==> src/core/uhsf_pkg.sv <==
// Purpose: shared constants and types for the host link message framer
// Assumes: one 50 MHz clock, byte-level link between the two ends
// Notes:   link bytes are paced at one byte time of the current bit rate
// Functional notes
// RULE_01 - host notifies once per incoming message start
// RULE_02 - host masks notify while handling a message
// RULE_03 - four classes: command, complete, data, event
// RULE_04 - host command starts with 8-byte sync
// RULE_05 - waking device holds RTS during sleep exit
// RULE_06 - device messages start with 4-byte sync
// RULE_07 - host RTS pauses device; device resumes after
// RULE_08 - device may sleep after a response
// RULE_09 - device sends framed events on its own
// RULE_10 - long sync is 12 34 43 21 bb dd ee ff
// RULE_11 - short sync is ab cd dc ba
// RULE_12 - device ignores first four long sync bytes
// RULE_13 - host filler absorbs one byte after RTS
// RULE_14 - link starts at 115200, host may raise to 3M; code has no run-time rate change, BYTE_CYC_MIN is unused
// RULE_15 - host sends only when device RTS low
// RULE_16 - sliding comparator finds sync, drops other bytes
package uhsf_pkg;
    localparam int unsigned CLK_HZ       = 50_000_000;
    localparam int unsigned BITS_PER_BYTE = 10;
    localparam int unsigned BIT_RATE     = 115_200;   // [RULE_14]
    localparam int unsigned BIT_RATE_MAX = 3_000_000; // [RULE_14]
    // least spacing of two link bytes, rounded up
    localparam int unsigned BYTE_CYC =
        (CLK_HZ * BITS_PER_BYTE + BIT_RATE - 1) / BIT_RATE;
    localparam int unsigned BYTE_CYC_MIN =
        (CLK_HZ * BITS_PER_BYTE + BIT_RATE_MAX - 1) / BIT_RATE_MAX;
    localparam int unsigned SLEEP_EXIT_NS = 100_000;
    localparam int unsigned WAKE_CYC = (SLEEP_EXIT_NS * (CLK_HZ / 1_000_000) + 999) / 1000;
    localparam int unsigned CNT_W = 16;
    localparam logic [63:0] LONG_SYNC  = 64'h12344321bbddeeff; // [RULE_10]
    localparam logic [31:0] SHORT_SYNC = 32'habcddcba;         // [RULE_11]
    localparam logic [31:0] LONG_TAIL  = LONG_SYNC[31:0];      // [RULE_12]
    localparam logic [3:0]  LONG_LEN   = 4'h8;
    localparam logic [2:0]  SHORT_LEN  = 3'h4;
    localparam int unsigned JIT_DEPTH  = 4;

    typedef enum logic [1:0] {
        UHSF_CMD,
        UHSF_CPL,
        UHSF_DATA,
        UHSF_EVT
    } uhsf_class_t; // [RULE_03]

    typedef enum logic [1:0] {
        UHSF_TX_IDLE,
        UHSF_TX_WAKE,
        UHSF_TX_SYNC,
        UHSF_TX_BODY
    } uhsf_tx_t;

    typedef enum logic {
        UHSF_RX_HUNT,
        UHSF_RX_MSG
    } uhsf_rx_t;

    // sliding comparator over the last three bytes plus the new one
    function automatic logic uhsf_match(input logic [23:0] hist,
                                        input logic [7:0]  b,
                                        input logic [31:0] pat);
        uhsf_match = ({hist, b} == pat); // [RULE_16]
    endfunction
endpackage

==> src/core/uhsf_if.sv <==
// Purpose: byte-level link between device end and host end
// Assumes: both ends on the same clock
// Notes:   valid strobes are one-cycle pulses, rts lines are levels
`timescale 1ns/1ns
`default_nettype none
interface uhsf_if;
    logic [7:0] h2d_data;
    logic       h2d_valid;
    logic [7:0] d2h_data;
    logic       d2h_valid;
    logic       dev_rts;
    logic       host_rts;

    modport dev (
        input  h2d_data,
        input  h2d_valid,
        output d2h_data,
        output d2h_valid,
        output dev_rts,
        input  host_rts
    );

    modport host (
        output h2d_data,
        output h2d_valid,
        input  d2h_data,
        input  d2h_valid,
        input  dev_rts,
        output host_rts
    );
endinterface
`default_nettype wire

==> src/core/uhsf_host.sv <==
// Purpose: host end of the link, with its receive jitter buffer
// Assumes: user pulses mask and unmask around message handling
// Notes:   jitter buffer depth sets how early rts rises
`timescale 1ns/1ns
`default_nettype none
module uhsf_fifo #(
    parameter int unsigned WIDTH = 8,
    parameter int unsigned DEPTH = uhsf_pkg::JIT_DEPTH
) (
    input  wire logic             clock,
    input  wire logic             srst,
    input  wire logic             in_valid,
    input  wire logic [WIDTH-1:0] in_data,
    output logic                  in_ready,
    output logic                  out_valid,
    output logic [WIDTH-1:0]      out_data,
    input  wire logic             out_ready,
    output logic [$clog2(DEPTH):0] level
);
    localparam int unsigned AW = $clog2(DEPTH);
    typedef struct packed {
        logic [AW-1:0] wp;
        logic [AW-1:0] rp;
        logic [AW:0]   cnt;
    } uhsf_fifo_st_t;

    logic [WIDTH-1:0] mem [DEPTH];
    uhsf_fifo_st_t    st;
    uhsf_fifo_st_t    next_st;
    logic             push;
    logic             pop;

    assign in_ready  = (st.cnt != (AW+1)'(DEPTH));
    assign out_valid = (st.cnt != '0);
    assign out_data  = mem[st.rp];
    assign level     = st.cnt;
    assign push      = in_valid && in_ready;
    assign pop       = out_valid && out_ready;

    always_comb begin
        next_st = st;
        if (push) begin
            next_st.wp = (st.wp == AW'(DEPTH - 1)) ? '0 : st.wp + 1'b1;
        end
        if (pop) begin
            next_st.rp = (st.rp == AW'(DEPTH - 1)) ? '0 : st.rp + 1'b1;
        end
        next_st.cnt = st.cnt + (AW+1)'(push) - (AW+1)'(pop);
        if (srst) begin
            next_st = '0;
        end
    end

    always_ff @(posedge clock) begin
        st <= next_st;
        if (push) begin
            mem[st.wp] <= in_data;
        end
    end
endmodule

module uhsf_host #(
    parameter int unsigned BYTE_CYC = uhsf_pkg::BYTE_CYC
) (
    input  wire logic       clock,
    input  wire logic       srst,
    uhsf_if.host            link,
    input  wire logic       tx_valid,
    input  wire logic [7:0] tx_data,
    input  wire logic       tx_last,
    output logic            tx_ready,
    output logic [7:0]      rx_data,
    output logic            rx_valid,
    input  wire logic       rx_ready,
    output logic            message_notify,
    input  wire logic       mask_message_notify,
    input  wire logic       unmask_message_notify,
    output logic            rx_overrun
);
    typedef struct packed {
        uhsf_pkg::uhsf_tx_t    tx_st;
        logic [2:0]            tx_idx;
        logic [uhsf_pkg::CNT_W-1:0] tx_gap;
        logic [7:0]            out_data;
        logic                  out_valid;
        uhsf_pkg::uhsf_rx_t    rx_st;
        logic [23:0]           rx_hist;
        logic                  masked;
        logic                  pending;
        logic                  notify;
        logic                  overrun;
    } uhsf_host_st_t;

    localparam logic [uhsf_pkg::CNT_W-1:0] GAP_LOAD =
        uhsf_pkg::CNT_W'(BYTE_CYC - 1);
    localparam int unsigned LW = $clog2(uhsf_pkg::JIT_DEPTH) + 1;

    uhsf_host_st_t st;
    uhsf_host_st_t next_st;
    logic          can_send;
    logic          jb_in_ready;
    logic          jb_valid;
    logic [7:0]    jb_data;
    logic          jb_pop;
    logic [LW-1:0] jb_level;
    logic          hit;

    uhsf_fifo #(.WIDTH(8), .DEPTH(uhsf_pkg::JIT_DEPTH)) u_jitter (
        .clock     (clock),
        .srst      (srst),
        .in_valid  (link.d2h_valid),
        .in_data   (link.d2h_data),
        .in_ready  (jb_in_ready),
        .out_valid (jb_valid),
        .out_data  (jb_data),
        .out_ready (jb_pop),
        .level     (jb_level)
    );

    assign can_send = (st.tx_gap == '0) && !link.dev_rts; // [RULE_15]
    assign jb_pop   = jb_valid && ((st.rx_st == uhsf_pkg::UHSF_RX_HUNT) || rx_ready);
    assign hit      = (st.rx_st == uhsf_pkg::UHSF_RX_HUNT) && jb_valid &&
                      uhsf_pkg::uhsf_match(st.rx_hist, jb_data, uhsf_pkg::SHORT_SYNC);

    always_comb begin
        next_st = st;
        next_st.out_valid = 1'b0;
        next_st.notify    = 1'b0;
        if (st.tx_gap != '0) begin
            next_st.tx_gap = st.tx_gap - 1'b1;
        end
        case (st.tx_st)
            uhsf_pkg::UHSF_TX_SYNC: begin
                if (can_send) begin
                    next_st.out_data  = uhsf_pkg::LONG_SYNC[63 - 8 * st.tx_idx -: 8]; // [RULE_10]
                    next_st.out_valid = 1'b1;
                    next_st.tx_gap    = GAP_LOAD;
                    next_st.tx_idx    = st.tx_idx + 3'h1;
                    if (st.tx_idx == 3'(uhsf_pkg::LONG_LEN - 4'h1)) begin
                        next_st.tx_st = uhsf_pkg::UHSF_TX_BODY; // [RULE_04]
                    end
                end
            end
            uhsf_pkg::UHSF_TX_BODY: begin
                if (can_send && tx_valid) begin
                    next_st.out_data  = tx_data;
                    next_st.out_valid = 1'b1;
                    next_st.tx_gap    = GAP_LOAD;
                    if (tx_last) begin
                        next_st.tx_st = uhsf_pkg::UHSF_TX_IDLE;
                    end
                end
            end
            default: begin
                if (tx_valid) begin
                    next_st.tx_st  = uhsf_pkg::UHSF_TX_SYNC; // [RULE_04] [RULE_13]
                    next_st.tx_idx = '0;
                end
            end
        endcase

        if (jb_pop) begin
            next_st.rx_hist = {st.rx_hist[15:0], jb_data};
        end
        if (link.d2h_valid && !jb_in_ready) begin
            next_st.overrun = 1'b1;
        end
        if (mask_message_notify) begin
            next_st.masked = 1'b1; // [RULE_02]
        end
        if (unmask_message_notify) begin
            next_st.masked  = 1'b0; // [RULE_02]
            next_st.rx_st   = uhsf_pkg::UHSF_RX_HUNT;
            next_st.rx_hist = '0;
            if (st.pending) begin
                // the waiting message stays open so its body can still be read
                next_st.notify  = 1'b1;
                next_st.pending = 1'b0;
                next_st.rx_st   = uhsf_pkg::UHSF_RX_MSG; // [RULE_01]
            end
        end
        // a match in the unmask cycle still notifies: set beats clear
        if (hit) begin
            next_st.rx_st = uhsf_pkg::UHSF_RX_MSG; // [RULE_01]
            if (st.masked && !unmask_message_notify) begin
                next_st.pending = 1'b1;
            end else begin
                next_st.notify = 1'b1; // [RULE_01]
            end
        end
        if (srst) begin
            next_st = '0;
            next_st.tx_st = uhsf_pkg::UHSF_TX_IDLE;
            next_st.rx_st = uhsf_pkg::UHSF_RX_HUNT;
        end
    end

    always_ff @(posedge clock) begin
        st <= next_st;
    end

    assign link.h2d_data  = st.out_data;
    assign link.h2d_valid = st.out_valid;
    // raise rts one word early, device may already be mid-decision
    assign link.host_rts  = (jb_level >= LW'(uhsf_pkg::JIT_DEPTH - 1)); // [RULE_07]
    assign tx_ready       = (st.tx_st == uhsf_pkg::UHSF_TX_BODY) && can_send;
    assign rx_data        = jb_data;
    assign rx_valid       = jb_valid && (st.rx_st == uhsf_pkg::UHSF_RX_MSG);
    assign message_notify = st.notify;
    assign rx_overrun     = st.overrun;
endmodule
`default_nettype wire

==> src/flat_wrapper.sv <==
// flat-port wrapper written by rule: the top's interface ports become plain ports
module uhsf_host_flat 
#(
    parameter int unsigned BYTE_CYC = uhsf_pkg::BYTE_CYC
)
  (clock, srst, tx_valid, tx_data, tx_last, tx_ready, rx_data, rx_valid, rx_ready, message_notify, mask_message_notify, unmask_message_notify, rx_overrun, link_h2d_data, link_h2d_valid, link_d2h_data, link_d2h_valid, link_dev_rts, link_host_rts);
  uhsf_if link_i ();
  input  wire logic clock;
  input  wire logic srst;
  input  wire logic tx_valid;
  input  wire logic [7:0] tx_data;
  input  wire logic tx_last;
  output logic tx_ready;
  output logic [7:0] rx_data;
  output logic rx_valid;
  input  wire logic rx_ready;
  output logic message_notify;
  input  wire logic mask_message_notify;
  input  wire logic unmask_message_notify;
  output logic rx_overrun;
  output wire logic [$bits(link_i.h2d_data)-1:0] link_h2d_data;
  output wire logic [$bits(link_i.h2d_valid)-1:0] link_h2d_valid;
  input wire logic [$bits(link_i.d2h_data)-1:0] link_d2h_data;
  input wire logic [$bits(link_i.d2h_valid)-1:0] link_d2h_valid;
  input wire logic [$bits(link_i.dev_rts)-1:0] link_dev_rts;
  output wire logic [$bits(link_i.host_rts)-1:0] link_host_rts;
  assign link_h2d_data = link_i.h2d_data;
  assign link_h2d_valid = link_i.h2d_valid;
  assign link_i.d2h_data = link_d2h_data;
  assign link_i.d2h_valid = link_d2h_valid;
  assign link_i.dev_rts = link_dev_rts;
  assign link_host_rts = link_i.host_rts;
  uhsf_host #(.BYTE_CYC(BYTE_CYC)) u_core (.clock(clock), .srst(srst), .link(link_i), .tx_valid(tx_valid), .tx_data(tx_data), .tx_last(tx_last), .tx_ready(tx_ready), .rx_data(rx_data), .rx_valid(rx_valid), .rx_ready(rx_ready), .message_notify(message_notify), .mask_message_notify(mask_message_notify), .unmask_message_notify(unmask_message_notify), .rx_overrun(rx_overrun));
endmodule
==> config.mk <==
export PLATFORM = sky130hd
export DESIGN_NAME = uhsf_host_flat
export DESIGN_NICKNAME = d
export VERILOG_FILES = /design/src/core/uhsf_pkg.sv /design/src/core/uhsf_if.sv /design/src/core/uhsf_host.sv /design/src/flat_wrapper.sv
export SDC_FILE = /design/constraint.sdc
export NUM_CORES = 1
export LEC_CHECK = 0
export ABC_AREA = 1
export BUFFER_PORTS_ARGS = -buffer_cell sky130_fd_sc_hd__buf_2
export CORE_MARGIN = 8
export CORE_UTILIZATION = 29
export CTS_BUF_LIST = sky130_fd_sc_hd__clkbuf_16
export DETAILED_ROUTE_END_ITERATION = 6
export GPL_ROUTABILITY_DRIVEN = 0
export SYNTH_ARGS = -nofsm -noshare
export SYNTH_HDL_FRONTEND = slang
export SYNTH_SLANG_ARGS = --single-unit
==> constraint.sdc <==
create_clock -name clock -period 6.4 [get_ports clock]
set_input_delay 0.32 -clock clock [delete_from_list [all_inputs] [get_ports clock]]
set_output_delay 0.32 -clock clock [all_outputs]
set_load 0.01 [all_outputs]
# After elaboration in Yosys (flattened, before gate mapping)
# Memory sizes are Yosys's and may differ from the RTL's. A register that Yosys moved wholly into a read port is not among the register bits.
# Index checks and enable logic that the tools add are counted.
# W data, S select, Z words.
[op_classes]
order_cmp = 1
n_shift = 1
n_eq_ne = 11
n_reduce_logical = 26
mux = 25
bitwise = 2
add_sub_neg = 7
[ops]
columns = ["op", "n"]
rows = [
  ["$shiftx A71 B33 Y8 const A", 1],
  ["$pmux W25 S2", 1],
  ["$eq A32 B32 Y1 const B", 1],
  ["$mux W30", 1],
  ["$mux W28", 1],
  ["$mux W25", 1],
  ["$mux W24", 1],
  ["$logic_not A16 Y1", 1],
  ["$mux W16", 1],
  ["$mux W2", 8],
  ["$reduce_bool A16 Y1", 1],
  ["$sub A16 B1 Y16 const B", 1],
  ["$logic_and A1 B1 Y1", 11],
  ["$eq A2 B2 Y1 const B", 4],
  ["$mux W1", 8],
  ["$sub A6 B6 Y7 const A", 1],
  ["$ne A2 B1 Y1 const B", 3],
  ["$pmux W3 S2", 1],
  ["$reduce_and A3 Y1", 2],
  ["$reduce_bool A2 Y1", 3],
  ["$reduce_bool A3 Y1", 2],
  ["$mux W5", 1],
  ["$reduce_and A5 Y1", 1],
  ["$add A2 B1 Y2 const B", 2],
  ["12 further kinds", 15],
]
[totals]
n_memories = 1
inputBits = 25
ram_bits = 32
output_inout_bits = 22
regBits = 66
[memory_table]
columns = ["memory", "words", "word_bits", "rd", "rd_clocked_by_memory_dff", "wr", "line", "source"]
rows = [
  ["u_core.u_jitter.mem", 4, 8, 1, 1, 1, "uhsf_host.sv:27", "logic [WIDTH-1:0] mem [DEPTH];"],
]

# Logic depth before layout (Yosys ltp)
[logic_depth]
ltp_word = 7
mapped_depth = 14

# By module
# From an unflattened synthesis, not the netlist that was laid out.
[unflattened]
cells_unflattened = 542
area_unflattened_um2 = 4678.2
[modules_own_cells]
columns = ["module", "cells_each", "area_per_inst_um2", "n_inst"]
rows = [
  ["uhsf_host", 401, 2956.6, 1],
  ["uhsf_fifo", 141, 1721.7, 1],
]

# Least setup slack after synthesis
# No wires, ideal clock.
[synth_path]
path_type = "reg2reg"
startpoint = "reg u_core.u_jitter.st (netlist bit u_core.u_jitter.level[1])"
endpoint = "reg u_core.u_jitter.st (netlist bit u_core.u_jitter.level[2])"
setup_time_ns = 0.128
required_time_ns = 6.272
synth_period_minus_slack_ns = 2.140
stages_incl_launch_ff = 11
t_arrival_ns = 2.012
slack_ns = 4.260
cell_sequence = "dfxtp_1 -> nor3_1 -> nor2_2 -> clkbuf_1 -> ha_1 -> inv_1 -> ha_1 -> inv_1 -> fa_1 -> xor2_1 -> nor2_1"
[synth_between]
elab_chain_len = 4
[synth_rtl]
columns = ["item", "line", "source"]
rows = [
  ["start: declaration", "uhsf_host.sv:28", "uhsf_fifo_st_t st;"],
  ["start signal: assignment", "uhsf_host.sv:55", "st <= next_st;"],
  ["$reduce_bool A3 Y1", "uhsf_host.sv:34", "assign out_valid = (st.cnt != '0);"],
  ["$logic_and A1 B1 Y1", "uhsf_host.sv:121", "assign jb_pop = jb_valid && ((st.rx_st == uhsf_pkg::UHSF_RX_HUNT) || rx_ready);"],
  ["named net u_core.jb_pop", "uhsf_host.sv:104", "logic jb_pop;"],
  ["$logic_and A1 B1 Y1", "uhsf_host.sv:38", "assign pop = out_valid && out_ready;"],
  ["$sub A3 B1 Y3", "uhsf_host.sv:48", "next_st.cnt = st.cnt + (AW+1)'(push) - (AW+1)'(pop);"],
]
# The timed path passes the listed nets, and every way through them passes these cells.
# A chain may end at the register's enable or synchronous reset.

# Final worst setup path
[layout_path]
startpoint = "reg u_core.st[38] in the netlist's numbering"
endpoint = "out tx_ready"
[layout_between]
elab_chain_len = 3
[layout_rtl]
columns = ["item", "line", "source"]
rows = [
  ["start: declaration", "uhsf_host.sv:98", "uhsf_host_st_t st;"],
  ["start signal: assignment", "uhsf_host.sv:199", "st <= next_st;"],
  ["$logic_not A16 Y1", "uhsf_host.sv:120", "assign can_send = (st.tx_gap == '0) && !link.dev_rts;"],
  ["$logic_and A1 B1 Y1", "uhsf_host.sv:120", ""],
  ["$logic_and A1 B1 Y1", "uhsf_host.sv:206", "assign tx_ready = (st.tx_st == uhsf_pkg::UHSF_TX_BODY) && can_send;"],
  ["end: declaration", "flat_wrapper.sv:13", "output logic tx_ready;"],
]
# Every way passes these cells.

==> impl_results.md <==
- Max-slew violation count: 0
- Postcts setup bufs: 0
- Final ANT Viol Nets: 0
- Overall via count from detail_route: 3690
- Critical register-to-register path startpoint: u_core.u_jitter.level[1]$_SDFF_PP0_
- Kind of start point of the critical path: flip-flop
- Transition time at the pin with the least slew margin: 0.838 ns
- Number of clock buffers inserted by TritonCTS: 9
- Maximum frequency from static timing analysis: 448 MHz
- Count of port buffers added during placement: 46
- Count of state elements after synthesis: 100
- Syn_nets: 638
- Final routed wire length divided by cell count: 11.8 um
- Commonest cells after routing, fill and taps aside: 146 x nand2_1, 86 x nor2_1, 68 x dfxtp_1, 63 x inv_1, 46 x buf_2
- Final setup violation count: 0
- Die height: 144 um
- Number of rows in the core area: 47
- Clock transition at the register clock pins on the worst setup and hold paths after CTS: 0.08 ns
- Area of the core: 16300 um^2
- Number of synthesized flops with an enable pin: 32
- R2R depth: 10
- Via density per instance: 4.33
- Worst-case setup margin in the final layout: 4.17 ns
- Starting density of the core: 29.2%
- Max Clock Skew: 0.0142 ns
- Worst VDD drop: 0.000161 V
- Number of top-level pins: 47
- Setup repair after global routing missed its margin: no
- Crit-path max FO: 15
- Pin count of the biggest net entering global routing: 37
- Status: completed
- Reg2reg setup slack: 4.18 ns
- Number of search-and-repair iterations in the first detailed-routing pass: 4
- Clock tree from TritonCTS: built
- Top_reg_cell synth: dfxtp_1
- Setup TNS after final layout: 0 ns
- Total routing usage reported by global routing: 10.1%
- Class of the most critical setup path: reg2out
- Hold_sp: link_d2h_data[2]
- Die width: 144 um
- FF-to-FF End: u_core.u_jitter.level[2]$_SDFF_PP0_
- Gr ovfl total: 0
- Worst hold-check path type: in2reg
- Cell count along the critical path: 11
- Post-synth design cell area: 4750 um^2
- Clock root buffer: clkbuf_16
- Number of buffers added to fix hold violations after cts: 0
- Post_cts resized: 0
- Max-slew headroom: 43.9%
- Wire length of the first global-routing pass: 16.6 mm
- Cell count after placement: 836
- Critical path cell sequence: inv_1 > ha_1 > inv_1 > nor2_1 > nand2_1 > nor2_2 > nand2_4 > nor2_8 > inv_2 > nor2_1 > buf_2
- Maximum buffer depth of the clock tree: 2
- Avg Synthesized Cell Area: 7.98 um^2
- Sequential fraction of the synthesis area: 48.8%
- Largest delay contributor family on the critical path: simple AND/OR/NAND/NOR gates
- CP Buf/Inv Count: 4
- Setup slack at placement: 4.17 ns
- Antenna violations before repair: 0
- Clock tree sinks: 100
- Final critical-path share of the clock period: 34.9%
- Termination of the worst setup path: tx_ready
- Count of unique library cells instantiated by Yosys: 34
- Proportion of layout cells with a drive suffix above 1: 13.1%
- Element type at the critical path end: output pin
- Htree depth: 3
- Max stage delay on crit path: 0.31 ns
- Final hold violation count: 0
- Number of maximum-capacitance constraint violations: 0
- Fill count: 1726
- Leakage component of the power: 2.51 nW
- Power density over cell area: 422 nW/um^2
- Fraction of registers with async set or reset after synthesis: 0%
- Most common library cell in the layout ignoring fill and taps: nand2_1
- Post-detailed-placement half-perimeter wirelength: 7.20 mm
- Residual DRC count: 0
- Iteration-0 DRC Markers: 244
- Nets@finish: 669
- Routed Wire Length: 10.1 mm
- Antenna cells: 0
- Number of warning messages in the yosys log: 0
- DIE AREA: 20700 um^2
- Final worst path period need: 2.23 ns
- Post-route insts no fill: 852
- Relative area change from synthesis to final layout: 13.5%
- CP arrival: 1.91 ns
- Required time at the endpoint of the critical path: 6.08 ns
- Number of global-route vias before repair: 3366
- Synthesized instance count: 596
- Start point of the critical path: u_core.st[38]$_SDFF_PP0_
- Clock latency on the worst-skew pair: 0.35 ns
- Slowest library cell on the worst path: dfxtp_1
-- final cells by class --
| type | instances | area, um^2 | area share, % |
|---|---|---|---|
| sequential | 100 | 2320 | 43.0 |
| multi-input combinational | 398 | 1990 | 36.9 |
| tap | 220 | 275 | 5.10 |
| inverter | 70 | 263 | 4.87 |
| timing repair buffer | 48 | 245 | 4.55 |
| clock buffer | 9 | 225 | 4.17 |
| clock inverter | 7 | 71.3 | 1.32 |
-- worst min path at each step --
stage	to	cells after the start	slack, ns
finish	u_core.u_jitter.mem[2][2]$_DFFE_PP_	1	0.18
global route	u_core.u_jitter.mem[3][2]$_DFFE_PP_	1	0.18
CTS	u_core.u_jitter.mem[2][2]$_DFFE_PP_	1	0.18
detailed placement	u_core.st[2]$_SDFF_PP0_	2	0.44
global placement	u_core.st[2]$_SDFF_PP0_	2	0.44
floorplan	u_core.u_jitter.mem[0][0]$_DFFE_PP_	0	0.42
-- power breakdown --
group	switching (W)	internal, W
clock	0.000263	0.000276
combinational	0.000552	0.000299
sequential	0.000105	0.000780
total	0.000919	0.00136
-- per-stage QoR --
stage / total power [W] / util (%) / hold WS (ns) / instance area, um^2
floorplan: 0.00156 / - / 0.419 / 4750
global placement: 0.00176 / 31.3 / 0.440 / 5100
detailed placement: 0.00176 / 31.3 / 0.441 / 5100
CTS: 0.00230 / 33.1 / 0.177 / 5400
global route: 0.00247 / 33.1 / 0.182 / 5400
finish: 0.00227 / 33.1 / 0.179 / 5400
-- metal layers --
metal	GRT usage, %	wire length (um)	vias to the layer above	part of all wire, %
li1	-	-	1977	-
met1	13.3	4850	1637	48
met2	15.3	4570	61	45
met3	2.15	430	15	4.3
met4	4.70	199	0	2.0
met5	0	0	-	0
-- state kept, by name, indices dropped and copies added (netlist names), named ones only --
name                   count
u_core.link.h2d_data       8
u_core.link.h2d_valid      1
u_core.message_notify      1
u_core.rx_overrun          1
u_core.st                 48
u_core.u_jitter.level      3
u_core.u_jitter.mem       32
u_core.u_jitter.st         4
-- logic make-up after synthesis --
group,share of synthesized area (%)
buffers and inverters,9.24
AOI/OAI and AO/OA,7.08
xor gates and xnor gates,1.66
and+or+nand+nor,28.6
adders and majority gates,4.63
DFF,48.8
-- synth_stat cells, types with 4 or more instances --
master      n  area share [%]
a21oi_1    21             2.2
a31oi_1     5            0.66
buf_2       6            0.63
buf_4       9             1.4
buf_6       4            0.95
clkbuf_1    6            0.47
dfxtp_1    68              29
edfxtp_1   32              20
ha_1       16             4.2
inv_1      63             5.0
inv_2       6            0.47
nand2_1   146              12
nand3_1    33             3.5
nand4_1    23             3.0
nor2_1     86             6.8
o21ai_0    31             3.3
xnor2_1     4            0.74
xor2_1      5            0.92
(Power assumes the default switching activity.)
